[config.mk]
export PLATFORM = sky130hd
export DESIGN_NAME = adbat_dev_flat
export DESIGN_NICKNAME = d
export VERILOG_FILES = /design/src/common/adbat_pkg.sv /design/src/common/adbat_if.sv /design/src/logic/adbat_dev.sv /design/src/flat_wrapper.sv
export SDC_FILE = /design/constraint.sdc
export NUM_CORES = 1
export LEC_CHECK = 0
export BUFFER_PORTS_ARGS = -buffer_cell sky130_fd_sc_hd__buf_4
export CAP_MARGIN = 20
export CORE_UTILIZATION = 25
export CTS_BUF_LIST = sky130_fd_sc_hd__clkbuf_16
export DETAILED_ROUTE_END_ITERATION = 16
export GPL_ROUTABILITY_DRIVEN = 0
export PLACE_DENSITY = 0.41
export SLEW_MARGIN = 20
export SYNTH_ARGS = -nofsm -noshare
export SYNTH_HDL_FRONTEND = slang
export SYNTH_SLANG_ARGS = --single-unit
[constraint.sdc]
create_clock -name clk_sys_i -period 2.31 [get_ports clk_sys_i]
set_input_delay 0.3465 -clock clk_sys_i [delete_from_list [all_inputs] [get_ports clk_sys_i]]
set_output_delay 0.3465 -clock clk_sys_i [all_outputs]
set_load 0.02 [all_outputs]
[src/common/adbat_pkg.sv]
// Overview of operation
// - Extract inputs captured on rising, invert selects falling
// - Insert samples rising, launches falling; invert swaps
// - Gapped extract clock: skipped edges advance nothing
// - Gapped insert clock: skipped edges advance nothing
// - Extra delay: insert byte, parity, active one later
// - Extra delay: far side delays drive enable too
// - Far side V1 marker 3/6 cycles after J1
// - Slot active changes with insert data launch
// - Aux clocks toggle to twice bus clock period
// - Aux input transfers only with insert slot valid
// - Aux output transfers only with extract slot valid
// - Aux input byte fetched only if item enabled
// - Location valid low one aux period between transfers
// - Aux strobes change on aux clock falling edge
// - Aux input data sampled on aux clock rising edge
package adbat_pkg;
  localparam int DATA_W        = 8;
  localparam int FIFO_DEPTH    = 16;
  localparam int LOC_W         = 2;
  localparam int CLK_SYS_MHZ   = 40;
  localparam int BUS_HALF_NS   = 100;
  localparam int BUS_HALF_CYC  = (BUS_HALF_NS * CLK_SYS_MHZ) / 1000;
  localparam int V1_GAP_STS3   = 3;
  localparam int V1_GAP_STM1   = 6;
  localparam int FRAME_SLOTS   = 32;
  localparam int DRIVE_FIRST   = 8;
  localparam logic [3:0]  REG_CTRL   = 4'h0;
  localparam logic [3:0]  REG_STATUS = 4'h4;
  localparam int CTRL_DELAY_BIT   = 0;
  localparam int CTRL_STM1_BIT    = 1;
  localparam int CTRL_GAP_BIT     = 2;
  localparam int CTRL_EXT_INV_BIT = 4;
  localparam int CTRL_INS_INV_BIT = 5;
  localparam logic [31:0] CTRL_MASK  = 32'h00000037;
  localparam logic [31:0] CTRL_RESET = 32'h00000000;
  typedef enum logic [1:0] {
    AUX_GAP = 2'b00,
    AUX_LOC = 2'b01,
    AUX_DAT = 2'b10
  } adbat_aux_e;
endpackage

[src/common/adbat_if.sv]
`timescale 1ns/10ps
interface adbat_if;
  logic              extract_bus_clock;
  logic [7:0]        extract_bus_data;
  logic              extract_bus_parity;
  logic              insert_bus_clock;
  logic              insert_payload_envelope;
  logic              insert_frame_marker;
  logic              insert_bus_drive_enable;
  logic [7:0]        insert_bus_data;
  logic              insert_bus_data_oe;
  logic              insert_bus_parity;
  logic              insert_slot_active_out;
  logic              aux_out_clock;
  logic              aux_out_location_valid;
  logic [1:0]        aux_out_location;
  logic              aux_out_data_valid;
  logic [7:0]        aux_out_data;
  logic              aux_in_clock;
  logic              aux_in_location_valid;
  logic [1:0]        aux_in_location;
  logic              aux_in_data_valid;
  logic [7:0]        aux_in_data;
  modport dev (
    input  extract_bus_clock, extract_bus_data, extract_bus_parity,
    input  insert_bus_clock, insert_payload_envelope,
    input  insert_frame_marker, insert_bus_drive_enable, aux_in_data,
    output insert_bus_data, insert_bus_data_oe, insert_bus_parity,
    output insert_slot_active_out, aux_out_clock, aux_out_location_valid,
    output aux_out_location, aux_out_data_valid, aux_out_data,
    output aux_in_clock, aux_in_location_valid, aux_in_location,
    output aux_in_data_valid
  );
  modport far (
    output extract_bus_clock, extract_bus_data, extract_bus_parity,
    output insert_bus_clock, insert_payload_envelope,
    output insert_frame_marker, insert_bus_drive_enable, aux_in_data,
    input  insert_bus_data, insert_bus_data_oe, insert_bus_parity,
    input  insert_slot_active_out, aux_out_clock, aux_out_location_valid,
    input  aux_out_location, aux_out_data_valid, aux_out_data,
    input  aux_in_clock, aux_in_location_valid, aux_in_location,
    input  aux_in_data_valid
  );
endinterface

[src/logic/adbat_dev.sv]
`timescale 1ns/10ps
module adbat_fifo
  import adbat_pkg::*;
#(
  parameter int W = DATA_W,
  parameter int D = FIFO_DEPTH
) (
  input  wire logic         clk_sys_i,
  input  wire logic         rst_i,
  input  wire logic [W-1:0] in_data_i,
  input  wire logic         in_valid_i,
  output logic              in_ready_o,
  output logic [W-1:0]      out_data_o,
  output logic              out_valid_o,
  input  wire logic         out_ready_i
);
  localparam int AW = $clog2(D);
  localparam int CW = $clog2(D + 1);
  logic [W-1:0]  mem [D];
  logic [AW-1:0] wr_ptr;
  logic [AW-1:0] rd_ptr;
  logic [CW-1:0] count;
  logic [CW-1:0] next_count;
  logic          full;
  logic          empty;
  logic          push;
  logic          pop;

  assign push        = in_valid_i & ~full;
  assign pop         = out_ready_i & ~empty;
  assign full        = ~in_ready_o;
  assign out_valid_o = ~empty;
  assign out_data_o  = mem[rd_ptr];

  always_comb begin
    next_count = count;
    if (push && !pop) begin
      next_count = count + 1'b1;
    end else if (pop && !push) begin
      next_count = count - 1'b1;
    end
  end

  always_ff @(posedge clk_sys_i) begin
    if (push) begin
      mem[wr_ptr] <= in_data_i;
    end
  end

  // Flags registered so the ready port comes from a flop
  always_ff @(posedge clk_sys_i) begin
    if (rst_i) begin
      wr_ptr <= '0;
      rd_ptr <= '0;
      count  <= '0;
      in_ready_o <= 1'b1;
      empty  <= 1'b1;
    end else begin
      if (push) wr_ptr <= wr_ptr + 1'b1;
      if (pop) rd_ptr <= rd_ptr + 1'b1;
      count <= next_count;
      in_ready_o <= (next_count != CW'(D));
      empty <= (next_count == '0);
    end
  end
endmodule

module adbat_dev
  import adbat_pkg::*;
(
  input  wire logic        clk_sys_i,
  input  wire logic        rst_i,
  adbat_if.dev             bus,
  input  wire logic        extract_edge_invert_i,
  input  wire logic        insert_edge_invert_i,
  input  wire logic        insert_extra_delay_i,
  input  wire logic        extract_slot_valid_i,
  input  wire logic        insert_slot_valid_i,
  input  wire logic [3:0]  aux_enable_i,
  input  wire logic [7:0]  ins_data_i,
  input  wire logic        ins_valid_i,
  output logic             ins_ready_o,
  output logic [7:0]       ext_data_o,
  output logic             ext_parity_o,
  output logic             ext_valid_o,
  output logic [7:0]       aux_in_byte_o,
  output logic [1:0]       aux_in_loc_o,
  output logic             aux_in_byte_valid_o
);
  function automatic adbat_aux_e aux_next(adbat_aux_e st, logic ok,
                                          logic en);
    case (st)
      AUX_GAP: aux_next = ok ? AUX_LOC : AUX_GAP;
      AUX_LOC: aux_next = (ok && en) ? AUX_DAT : AUX_GAP;
      AUX_DAT: aux_next = AUX_GAP;
      default: aux_next = AUX_GAP;
    endcase
  endfunction

  logic [21:0] pin_s1;
  logic [21:0] pin_s2;
  logic        ext_clk_q;
  logic        ins_clk_q;
  logic        ext_rise;
  logic        ext_fall;
  logic        ins_rise;
  logic        ins_fall;
  logic        ext_cap;
  logic        ins_smp;
  logic        ins_lch;
  logic [7:0]  fifo_data;
  logic        fifo_valid;
  logic        fifo_ready;
  logic        fifo_in_ready;
  logic [7:0]  stage0;
  logic [7:0]  stage1;
  logic        act0;
  logic        act1;
  logic        den_q;
  logic        ao_fall;
  logic        ai_fall;
  logic        ai_rise;
  adbat_aux_e  ao_st;
  adbat_aux_e  ai_st;
  adbat_aux_e  next_ao_st;
  adbat_aux_e  next_ai_st;
  logic [1:0]  ao_loc;
  logic [1:0]  ai_loc;

  // Every pin passes two flops; only pin_s2 is read beyond them
  always_ff @(posedge clk_sys_i) begin
    if (rst_i) begin
      pin_s1 <= '0;
      pin_s2 <= '0;
    end else begin
      pin_s1 <= {bus.extract_bus_clock, bus.extract_bus_parity,
                 bus.extract_bus_data, bus.insert_bus_clock,
                 bus.insert_payload_envelope, bus.insert_frame_marker,
                 bus.insert_bus_drive_enable, bus.aux_in_data};
      pin_s2 <= pin_s1;
    end
  end

  always_ff @(posedge clk_sys_i) begin
    if (rst_i) begin
      ext_clk_q <= 1'b0;
      ins_clk_q <= 1'b0;
    end else begin
      ext_clk_q <= pin_s2[21];
      ins_clk_q <= pin_s2[11];
    end
  end

  // A skipped edge pair simply yields no event
  assign ext_rise = pin_s2[21] & ~ext_clk_q;
  assign ext_fall = ~pin_s2[21] & ext_clk_q;
  assign ins_rise = pin_s2[11] & ~ins_clk_q;
  assign ins_fall = ~pin_s2[11] & ins_clk_q;
  assign ext_cap  = extract_edge_invert_i ? ext_fall : ext_rise;
  assign ins_smp  = insert_edge_invert_i ? ins_fall : ins_rise;
  assign ins_lch  = insert_edge_invert_i ? ins_rise : ins_fall;

  always_ff @(posedge clk_sys_i) begin
    if (rst_i) begin
      ext_data_o   <= 8'h00;
      ext_parity_o <= 1'b0;
      ext_valid_o  <= 1'b0;
    end else begin
      ext_valid_o <= ext_cap;
      if (ext_cap) begin
        ext_data_o   <= pin_s2[19:12];
        ext_parity_o <= pin_s2[20];
      end
    end
  end

  // Bus cannot stall, so an empty FIFO sends an idle slot
  assign fifo_ready  = ins_smp & pin_s2[10];
  assign ins_ready_o = fifo_in_ready;

  adbat_fifo #(
    .W (DATA_W),
    .D (FIFO_DEPTH)
  ) u_fifo (
    .clk_sys_i   (clk_sys_i),
    .rst_i       (rst_i),
    .in_data_i   (ins_data_i),
    .in_valid_i  (ins_valid_i),
    .in_ready_o  (fifo_in_ready),
    .out_data_o  (fifo_data),
    .out_valid_o (fifo_valid),
    .out_ready_i (fifo_ready)
  );

  always_ff @(posedge clk_sys_i) begin
    if (rst_i) begin
      stage0 <= 8'h00;
      stage1 <= 8'h00;
      act0   <= 1'b0;
      act1   <= 1'b0;
      den_q  <= 1'b0;
    end else if (ins_smp) begin
      stage0 <= (pin_s2[10] && fifo_valid) ? fifo_data : 8'h00;
      act0   <= pin_s2[10] & fifo_valid;
      stage1 <= stage0;
      act1   <= act0;
      den_q  <= pin_s2[8];
    end
  end

  always_ff @(posedge clk_sys_i) begin
    if (rst_i) begin
      bus.insert_bus_data        <= 8'h00;
      bus.insert_bus_parity      <= 1'b0;
      bus.insert_slot_active_out <= 1'b0;
      bus.insert_bus_data_oe     <= 1'b0;
    end else if (ins_lch) begin
      bus.insert_bus_data <= insert_extra_delay_i ? stage1 : stage0;
      bus.insert_bus_parity <= insert_extra_delay_i ? ^stage1 : ^stage0;
      bus.insert_slot_active_out <= insert_extra_delay_i ? act1 :
                                    act0;
      // Far side already shifts drive enable when delayed
      bus.insert_bus_data_oe <= den_q;
    end
  end

  // Aux clocks toggle on each bus rising edge
  always_ff @(posedge clk_sys_i) begin
    if (rst_i) begin
      bus.aux_out_clock <= 1'b0;
      bus.aux_in_clock  <= 1'b0;
    end else begin
      if (ext_rise) bus.aux_out_clock <= ~bus.aux_out_clock;
      if (ins_rise) bus.aux_in_clock <= ~bus.aux_in_clock;
    end
  end

  assign ao_fall    = ext_rise & bus.aux_out_clock;
  assign ai_fall    = ins_rise & bus.aux_in_clock;
  assign ai_rise    = ins_rise & ~bus.aux_in_clock;
  assign next_ao_st = aux_next(ao_st, extract_slot_valid_i, 1'b1);
  assign next_ai_st = aux_next(ai_st, insert_slot_valid_i,
                               aux_enable_i[~ai_loc]);

  // GAP state lasts one aux period with location valid low
  always_ff @(posedge clk_sys_i) begin
    if (rst_i) begin
      ao_st                      <= AUX_GAP;
      ao_loc                     <= 2'h0;
      bus.aux_out_location_valid <= 1'b0;
      bus.aux_out_location       <= 2'h0;
      bus.aux_out_data_valid     <= 1'b0;
      bus.aux_out_data           <= 8'h00;
    end else if (ao_fall) begin
      ao_st <= next_ao_st;
      if (ao_st != AUX_GAP && next_ao_st == AUX_GAP) ao_loc <= ao_loc + 1'b1;
      bus.aux_out_location_valid <= (next_ao_st != AUX_GAP);
      bus.aux_out_location       <= ao_loc;
      bus.aux_out_data_valid     <= (next_ao_st == AUX_DAT);
      bus.aux_out_data           <= ext_data_o;
    end
  end

  always_ff @(posedge clk_sys_i) begin
    if (rst_i) begin
      ai_st                     <= AUX_GAP;
      ai_loc                    <= 2'h0;
      bus.aux_in_location_valid <= 1'b0;
      bus.aux_in_location       <= 2'h0;
      bus.aux_in_data_valid     <= 1'b0;
    end else if (ai_fall) begin
      ai_st <= next_ai_st;
      if (ai_st != AUX_GAP && next_ai_st == AUX_GAP) ai_loc <= ai_loc + 1'b1;
      bus.aux_in_location_valid <= (next_ai_st != AUX_GAP);
      bus.aux_in_location       <= ai_loc;
      bus.aux_in_data_valid     <= (next_ai_st == AUX_DAT);
    end
  end

  always_ff @(posedge clk_sys_i) begin
    if (rst_i) begin
      aux_in_byte_o       <= 8'h00;
      aux_in_loc_o        <= 2'h0;
      aux_in_byte_valid_o <= 1'b0;
    end else begin
      aux_in_byte_valid_o <= ai_rise & (ai_st == AUX_DAT);
      if (ai_rise && ai_st == AUX_DAT) begin
        aux_in_byte_o <= pin_s2[7:0];
        aux_in_loc_o  <= ai_loc;
      end
    end
  end
endmodule

[src/flat_wrapper.sv]
// flat-port wrapper written by rule: the top's interface ports become plain ports
module adbat_dev_flat import adbat_pkg::*;
  (clk_sys_i, rst_i, extract_edge_invert_i, insert_edge_invert_i, insert_extra_delay_i, extract_slot_valid_i, insert_slot_valid_i, aux_enable_i, ins_data_i, ins_valid_i, ins_ready_o, ext_data_o, ext_parity_o, ext_valid_o, aux_in_byte_o, aux_in_loc_o, aux_in_byte_valid_o, bus_extract_bus_clock, bus_extract_bus_data, bus_extract_bus_parity, bus_insert_bus_clock, bus_insert_payload_envelope, bus_insert_frame_marker, bus_insert_bus_drive_enable, bus_aux_in_data, bus_insert_bus_data, bus_insert_bus_data_oe, bus_insert_bus_parity, bus_insert_slot_active_out, bus_aux_out_clock, bus_aux_out_location_valid, bus_aux_out_location, bus_aux_out_data_valid, bus_aux_out_data, bus_aux_in_clock, bus_aux_in_location_valid, bus_aux_in_location, bus_aux_in_data_valid);
  adbat_if bus_i ();
  input  wire logic clk_sys_i;
  input  wire logic rst_i;
  input  wire logic extract_edge_invert_i;
  input  wire logic insert_edge_invert_i;
  input  wire logic insert_extra_delay_i;
  input  wire logic extract_slot_valid_i;
  input  wire logic insert_slot_valid_i;
  input  wire logic [3:0] aux_enable_i;
  input  wire logic [7:0] ins_data_i;
  input  wire logic ins_valid_i;
  output logic ins_ready_o;
  output logic [7:0] ext_data_o;
  output logic ext_parity_o;
  output logic ext_valid_o;
  output logic [7:0] aux_in_byte_o;
  output logic [1:0] aux_in_loc_o;
  output logic aux_in_byte_valid_o;
  input wire logic [$bits(bus_i.extract_bus_clock)-1:0] bus_extract_bus_clock;
  input wire logic [$bits(bus_i.extract_bus_data)-1:0] bus_extract_bus_data;
  input wire logic [$bits(bus_i.extract_bus_parity)-1:0] bus_extract_bus_parity;
  input wire logic [$bits(bus_i.insert_bus_clock)-1:0] bus_insert_bus_clock;
  input wire logic [$bits(bus_i.insert_payload_envelope)-1:0] bus_insert_payload_envelope;
  input wire logic [$bits(bus_i.insert_frame_marker)-1:0] bus_insert_frame_marker;
  input wire logic [$bits(bus_i.insert_bus_drive_enable)-1:0] bus_insert_bus_drive_enable;
  input wire logic [$bits(bus_i.aux_in_data)-1:0] bus_aux_in_data;
  output wire logic [$bits(bus_i.insert_bus_data)-1:0] bus_insert_bus_data;
  output wire logic [$bits(bus_i.insert_bus_data_oe)-1:0] bus_insert_bus_data_oe;
  output wire logic [$bits(bus_i.insert_bus_parity)-1:0] bus_insert_bus_parity;
  output wire logic [$bits(bus_i.insert_slot_active_out)-1:0] bus_insert_slot_active_out;
  output wire logic [$bits(bus_i.aux_out_clock)-1:0] bus_aux_out_clock;
  output wire logic [$bits(bus_i.aux_out_location_valid)-1:0] bus_aux_out_location_valid;
  output wire logic [$bits(bus_i.aux_out_location)-1:0] bus_aux_out_location;
  output wire logic [$bits(bus_i.aux_out_data_valid)-1:0] bus_aux_out_data_valid;
  output wire logic [$bits(bus_i.aux_out_data)-1:0] bus_aux_out_data;
  output wire logic [$bits(bus_i.aux_in_clock)-1:0] bus_aux_in_clock;
  output wire logic [$bits(bus_i.aux_in_location_valid)-1:0] bus_aux_in_location_valid;
  output wire logic [$bits(bus_i.aux_in_location)-1:0] bus_aux_in_location;
  output wire logic [$bits(bus_i.aux_in_data_valid)-1:0] bus_aux_in_data_valid;
  assign bus_i.extract_bus_clock = bus_extract_bus_clock;
  assign bus_i.extract_bus_data = bus_extract_bus_data;
  assign bus_i.extract_bus_parity = bus_extract_bus_parity;
  assign bus_i.insert_bus_clock = bus_insert_bus_clock;
  assign bus_i.insert_payload_envelope = bus_insert_payload_envelope;
  assign bus_i.insert_frame_marker = bus_insert_frame_marker;
  assign bus_i.insert_bus_drive_enable = bus_insert_bus_drive_enable;
  assign bus_i.aux_in_data = bus_aux_in_data;
  assign bus_insert_bus_data = bus_i.insert_bus_data;
  assign bus_insert_bus_data_oe = bus_i.insert_bus_data_oe;
  assign bus_insert_bus_parity = bus_i.insert_bus_parity;
  assign bus_insert_slot_active_out = bus_i.insert_slot_active_out;
  assign bus_aux_out_clock = bus_i.aux_out_clock;
  assign bus_aux_out_location_valid = bus_i.aux_out_location_valid;
  assign bus_aux_out_location = bus_i.aux_out_location;
  assign bus_aux_out_data_valid = bus_i.aux_out_data_valid;
  assign bus_aux_out_data = bus_i.aux_out_data;
  assign bus_aux_in_clock = bus_i.aux_in_clock;
  assign bus_aux_in_location_valid = bus_i.aux_in_location_valid;
  assign bus_aux_in_location = bus_i.aux_in_location;
  assign bus_aux_in_data_valid = bus_i.aux_in_data_valid;
  adbat_dev u_core (.clk_sys_i(clk_sys_i), .rst_i(rst_i), .bus(bus_i), .extract_edge_invert_i(extract_edge_invert_i), .insert_edge_invert_i(insert_edge_invert_i), .insert_extra_delay_i(insert_extra_delay_i), .extract_slot_valid_i(extract_slot_valid_i), .insert_slot_valid_i(insert_slot_valid_i), .aux_enable_i(aux_enable_i), .ins_data_i(ins_data_i), .ins_valid_i(ins_valid_i), .ins_ready_o(ins_ready_o), .ext_data_o(ext_data_o), .ext_parity_o(ext_parity_o), .ext_valid_o(ext_valid_o), .aux_in_byte_o(aux_in_byte_o), .aux_in_loc_o(aux_in_loc_o), .aux_in_byte_valid_o(aux_in_byte_valid_o));
endmodule
### After elaboration in Yosys (flattened, before gate mapping)

Memory sizes are Yosys's and may differ from the RTL's. A register that Yosys moved wholly into a read port is not among the register bits.
Index checks and enable logic that the tools add are counted.

* $add $sub $neg: 6
* order comparisons: 1
* equal/unequal tests: 6
* multiplexer cells: 21
* bitwise operators: 20
* reductions and logical operators: 22

Operators by type and width (number)
* 8-bit 2-to-1 mux: 2
* 8-bit XOR reduction: 2
* 1-bit bitwise AND: 12
* 1-bit 2-to-1 mux: 10
* 5-bit 2-to-1 mux: 2
* 4-bit by 1-bit adder with 4-bit output (second input constant): 2
* 2-bit logical NOT: 4
* 4-bit 2-to-1 mux: 2
* 2-bit one-hot mux with 2 select lines: 2
* 2-bit nonzero test: 4
* 1-bit logical AND: 7
* 1-bit NOT: 7
* 2-bit == test (second input constant): 3
* 5-bit by 1-bit adder with 5-bit output (second input constant): 1
* 5-bit logical NOT: 1
* 5-bit inequality test (second input constant): 1
* 5-bit by 1-bit subtractor with 5-bit output (second input constant): 1
* 2-bit by 1-bit adder with 2-bit output (second input constant): 2
* 2-bit by 1-bit == test with 1-bit output (second input constant): 2
* 2-bit 2-to-1 mux: 2
* 2-bit AND reduction: 2
* 2-bit by 3-bit less-than comparator with 1-bit output (second input constant): 1
* 1-bit binary-select mux with 2-bit select: 1
* 1-bit logical NOT: 2
* 2-bit NOT: 1

* flip-flop bits (word level): 138
* memory bits (writable): 128
* input port bits: 42
* output and inout port bits: 51
* logic and storage cells: 114
* memories kept: 1

Memories
* u_core.u_fifo.mem: words 16, width 8, read ports 1, clocked after Yosys merged registers in 1, write ports 1, RTL line adbat_dev.sv:19 `logic [W-1:0] mem [D];`

### Depth between registers and ports, before layout

* depth in word-level cells: 9
* mapped depth: 7
* mapped depth without buffers: 6

### By module

A second synthesis with hierarchy kept.

* cells, all modules: 725
* area total of the unflattened synthesis: 10123.5 µm²

Modules (own cells, without submodules)
* adbat_fifo: times used 1, cells each 292, area an instance 5896.9 µm², seq. area each 4224.1 µm²
* adbat_dev: times used 1, cells each 433, area an instance 4226.6 µm², seq. area each 2422.3 µm²

### Worst setup path before layout

No wires, ideal clock.

* path type: flip-flop to flip-flop
* start: reg u_core.u_fifo.in_ready_o
* end: mem u_core.u_fifo.mem[3][0] (netlist bit), enable pin
* setup time: 383 ps
* arrival: 1644 ps
* data required time: 1927 ps
* setup slack: 282 ps
* cell stages (with the launch flop): 5
* buffers on the path: 1
* period minus slack after synthesis: 2028 ps
* path through: dfxtp_1 and2_1 clkbuf_1 nand2_1 nor3_1

* longest elaborated chain between the ends: 3

Ends and longest elaborated chain
* start: declaration: RTL line adbat_dev.sv:12 `output logic in_ready_o,`
* start signal: assignment: RTL line adbat_dev.sv:62 `in_ready_o <= (next_count != CW'(D));`
* 1-bit bitwise AND: RTL line adbat_dev.sv:29 `assign push = in_valid_i & ~full;`
* 1-bit 2-to-1 mux: RTL line adbat_dev.sv:45 `if (push) begin`
* 1-bit 2-to-1 mux (not written as such): RTL line adbat_dev.sv:46 `mem[wr_ptr] <= in_data_i;`
* end: declaration: RTL line adbat_dev.sv:19

Every way passes these cells.

==> results_dict.tcl <==
set metrics [dict create \
    outcome "finished clean" \
    grt_max_degree 53 \
    antenna_found_initial 0 \
    mostFrequentLayoutCells "139 x dfxtp_1, 128 x edfxtp_1, 121 x buf_4" \
    clockBufferDepth 3 \
    synth-edff-count 128 \
    cts_inserted_buffers 30 \
    clock-root-buffer "clkbuf_16" \
    fin_tns_setup_ns 0 \
    required_ns 2.77 \
    placed_cell_area_mm2 0.0114 \
    clock_latency_ns 0.57 \
    drv_cap 0 \
    multi_input_area_mm2 0.00312 \
    postLayoutCellArea_mm2 0.0126 \
    grt_pass1_wl_mm 34.7 \
    path_class "reg -> reg" \
    end_kind "flip-flop" \
    viasPerCell 4.15 \
    reg2reg_depth 6 \
    fin_crit_sh_pct 83.3 \
    path_clk_slew_ns 0.06 \
    syn_area_mm2 0.00996 \
    ff2ff_setup_slack_ns 0.39 \
    min_period_ns 1.92 \
    wl_met1_mm 10.2 \
    finClkSkew_ns 0.0267 \
    timing.fmax_mhz 520 \
    layout_commonest_cell "dfxtp_1" \
    async_flop_share_pct 0 \
    grt_pass1_vias 5992 \
    drive_above_1_share_pct 24.1 \
    cp_max_fo 14 \
    finalPower_mw 10.3 \
    vias 5830 \
    nets 912 \
    powerDensity_mw_per_mm2 818 \
    syn_nets 776 \
    routed.top_layer "met4" \
    core_area_mm2 0.0390 \
    yosysWarnings 0 \
    post-route-drc-count 0 \
    rows 72 \
    drt_iter0_drc 262 \
    cts_setup_buffers 0 \
    slew_viol_final 0 \
    port_buffers 91 \
    area_growth_pct 26.5 \
    yosysUniqueCellTypes 46 \
    vdd_drop_max_mv 0.494 \
    p_leak_nw 4.51 \
    syn_avg_cell_area_um2 13.7 \
    ys_seq_area_share_pct 66.7 \
    hpwl_mm 14.1 \
    max_slew.worst_pin.slew_ns 0.720 \
    insertedDiodeCount 0 \
    hold_violations 0 \
    wl_per_cell_um 15.8 \
    drt-total-wl_mm 22.2 \
    rsz0062_at_grt "no" \
    yosys_most_used_dff "dfxtp_1" \
    crit_end "u_core.stage0[2]$_SDFFE_PP0N_" \
    dr.pass1.iters 4 \
    num_io_pins 93 \
    regToRegEndpoint "u_core.stage0[2]$_SDFFE_PP0N_" \
    initial_core_util_pct 25.5 \
    clock-sinks 268 \
    synth_cells 727 \
    ant_nets 0 \
    slew_headroom_pct 51.8 \
    cts.htree.levels 1 \
    synth-seq-cells 268 \
    gr-usage-all-layers_pct 11.0 \
    grt_overflow 0 \
    hold_class "in -> reg" \
    fill_cells 3910 \
    cts_tree "yes" \
    die_width_um 202 \
    setup_viol 0 \
    routed-wl-met2_mm 10.5 \
    seqCellArea_mm2 0.00665 \
    cp-start-kind "flip-flop" \
    met3_length_um 989 \
    dieArea_mm2 0.0407 \
    die_h_um 202 \
    cp.arrival_ns 2.39 \
]
registers in the layout, indices dropped and copies added, names as in the netlist, 4 cells and up, named ones only:
signal	count
u_core.u_fifo.mem	128
u_core.pin_s1	21
u_core.pin_s2	21
u_core.aux_in_byte_o	8
u_core.bus.aux_out_data	8
u_core.bus.insert_bus_data	8
u_core.ext_data_o	8
u_core.stage0	8
u_core.stage1	8
u_core.u_fifo.count	5
u_core.u_fifo.rd_ptr	4
u_core.u_fifo.wr_ptr	4
stage by stage:
stage	util, %	instances	hold WS [ns]	setup slack, ns
CTS	32.3	1405	0.00206	0.347
detailed placement	29.2	1329	0.420	0.373
finish	32.3	1405	0.0224	0.386
global route	32.3	1405	0.0113	0.259
global placement	29.2	1329	0.417	0.367
floorplan	-	727	0.414	0.282
power by group:
| part | switching [mW] | total (mW) | leakage (nW) | internal, mW |
|---|---|---|---|---|
| Clock | 1.97 | 4.78 | 0.500 | 2.82 |
| Combinational | 0.236 | 0.428 | 1.71 | 0.192 |
| Sequential | 0.0375 | 5.10 | 2.30 | 5.06 |
| Total | 2.24 | 10.3 | 4.51 | 8.07 |
synth_stat cells, types with 4 or more instances:
library cell / instances / area [µm²]
mux2i_1: 44 / 440
clkbuf_1: 21 / 78.8
ha_1: 7 / 87.6
a22oi_1: 24 / 180
nor2_1: 86 / 323
and3_1: 4 / 25.0
edfxtp_1: 128 / 3840
and2_1: 5 / 31.3
nand2_1: 51 / 191
a211oi_1: 10 / 75.1
xnor2_1: 17 / 149
nor3_1: 8 / 40.0
nand4_1: 4 / 25.0
nand2b_1: 7 / 43.8
nor2b_1: 52 / 325
inv_1: 6 / 22.5
dfxtp_1: 140 / 2800
buf_2: 8 / 40.0
mux4_2: 33 / 743
a21oi_1: 22 / 110
buf_1: 8 / 30.0
xor2_1: 11 / 96.3
layer usage:
layer,vias to the layer above,GRT usage [%]
li1,2891,-
met5,-,0
met1,2828,14.8
met4,0,3.33
met3,33,2.07
met2,78,18.0
what timing repair did:
item,in CTS,in global routing
endpoints found under the hold margin,20,0
hold buffers,20,0
resized for setup,0,0
worst min-delay path by stage:
stage | startpoint | slack (ns) | depth (start not counted) | end
CTS | bus_insert_payload_envelope | 0.002 | 2 | u_core.pin_s1[10]$_SDFF_PP0_
detailed placement | u_core.pin_s1[18]$_SDFF_PP0_ | 0.42 | 1 | u_core.pin_s2[18]$_SDFF_PP0_
global route | bus_insert_payload_envelope | 0.01 | 2 | u_core.pin_s1[10]$_SDFF_PP0_
global placement | u_core.pin_s1[0]$_SDFF_PP0_ | 0.42 | 1 | u_core.pin_s2[0]$_SDFF_PP0_
finish | bus_insert_payload_envelope | 0.02 | 2 | u_core.pin_s1[10]$_SDFF_PP0_
floorplan | u_core.pin_s1[0]$_SDFF_PP0_ | 0.41 | 1 | u_core.pin_s2[0]$_SDFF_PP0_
logic make-up (layout without fill, tap and decap cells):
kind of cell	Yosys count	after routing	share of synthesized area (%)
XOR/XNOR	29	29	2.62
AO/OA/AOI/OAI	71	71	4.91
flip-flops	268	268	66.7
multiplexers	77	77	11.9
adder cells (fa/ha/maj)	9	9	1.08
AND/OR/NAND/NOR	227	227	10.8
buffers and inverters	46	206	1.98
cell type report:
class	count	share of cell area, %
clock buffers	30	5.96
clock inverters	26	1.97
inverters	6	0.179
multi-input cells	413	24.7
flip-flops and latches	268	52.7
well taps	518	5.14
repair buffers	144	9.27
critical path, stage by stage, from the launching register on:
cell	delay (ns)
dfxtp_2	0.35
buf_4	0.32
mux4_2	0.60
a22oi_1	0.16
nand2_1	0.14
a22oi_1	0.18
nor2_1	0.05
(Power assumes the default switching activity.)
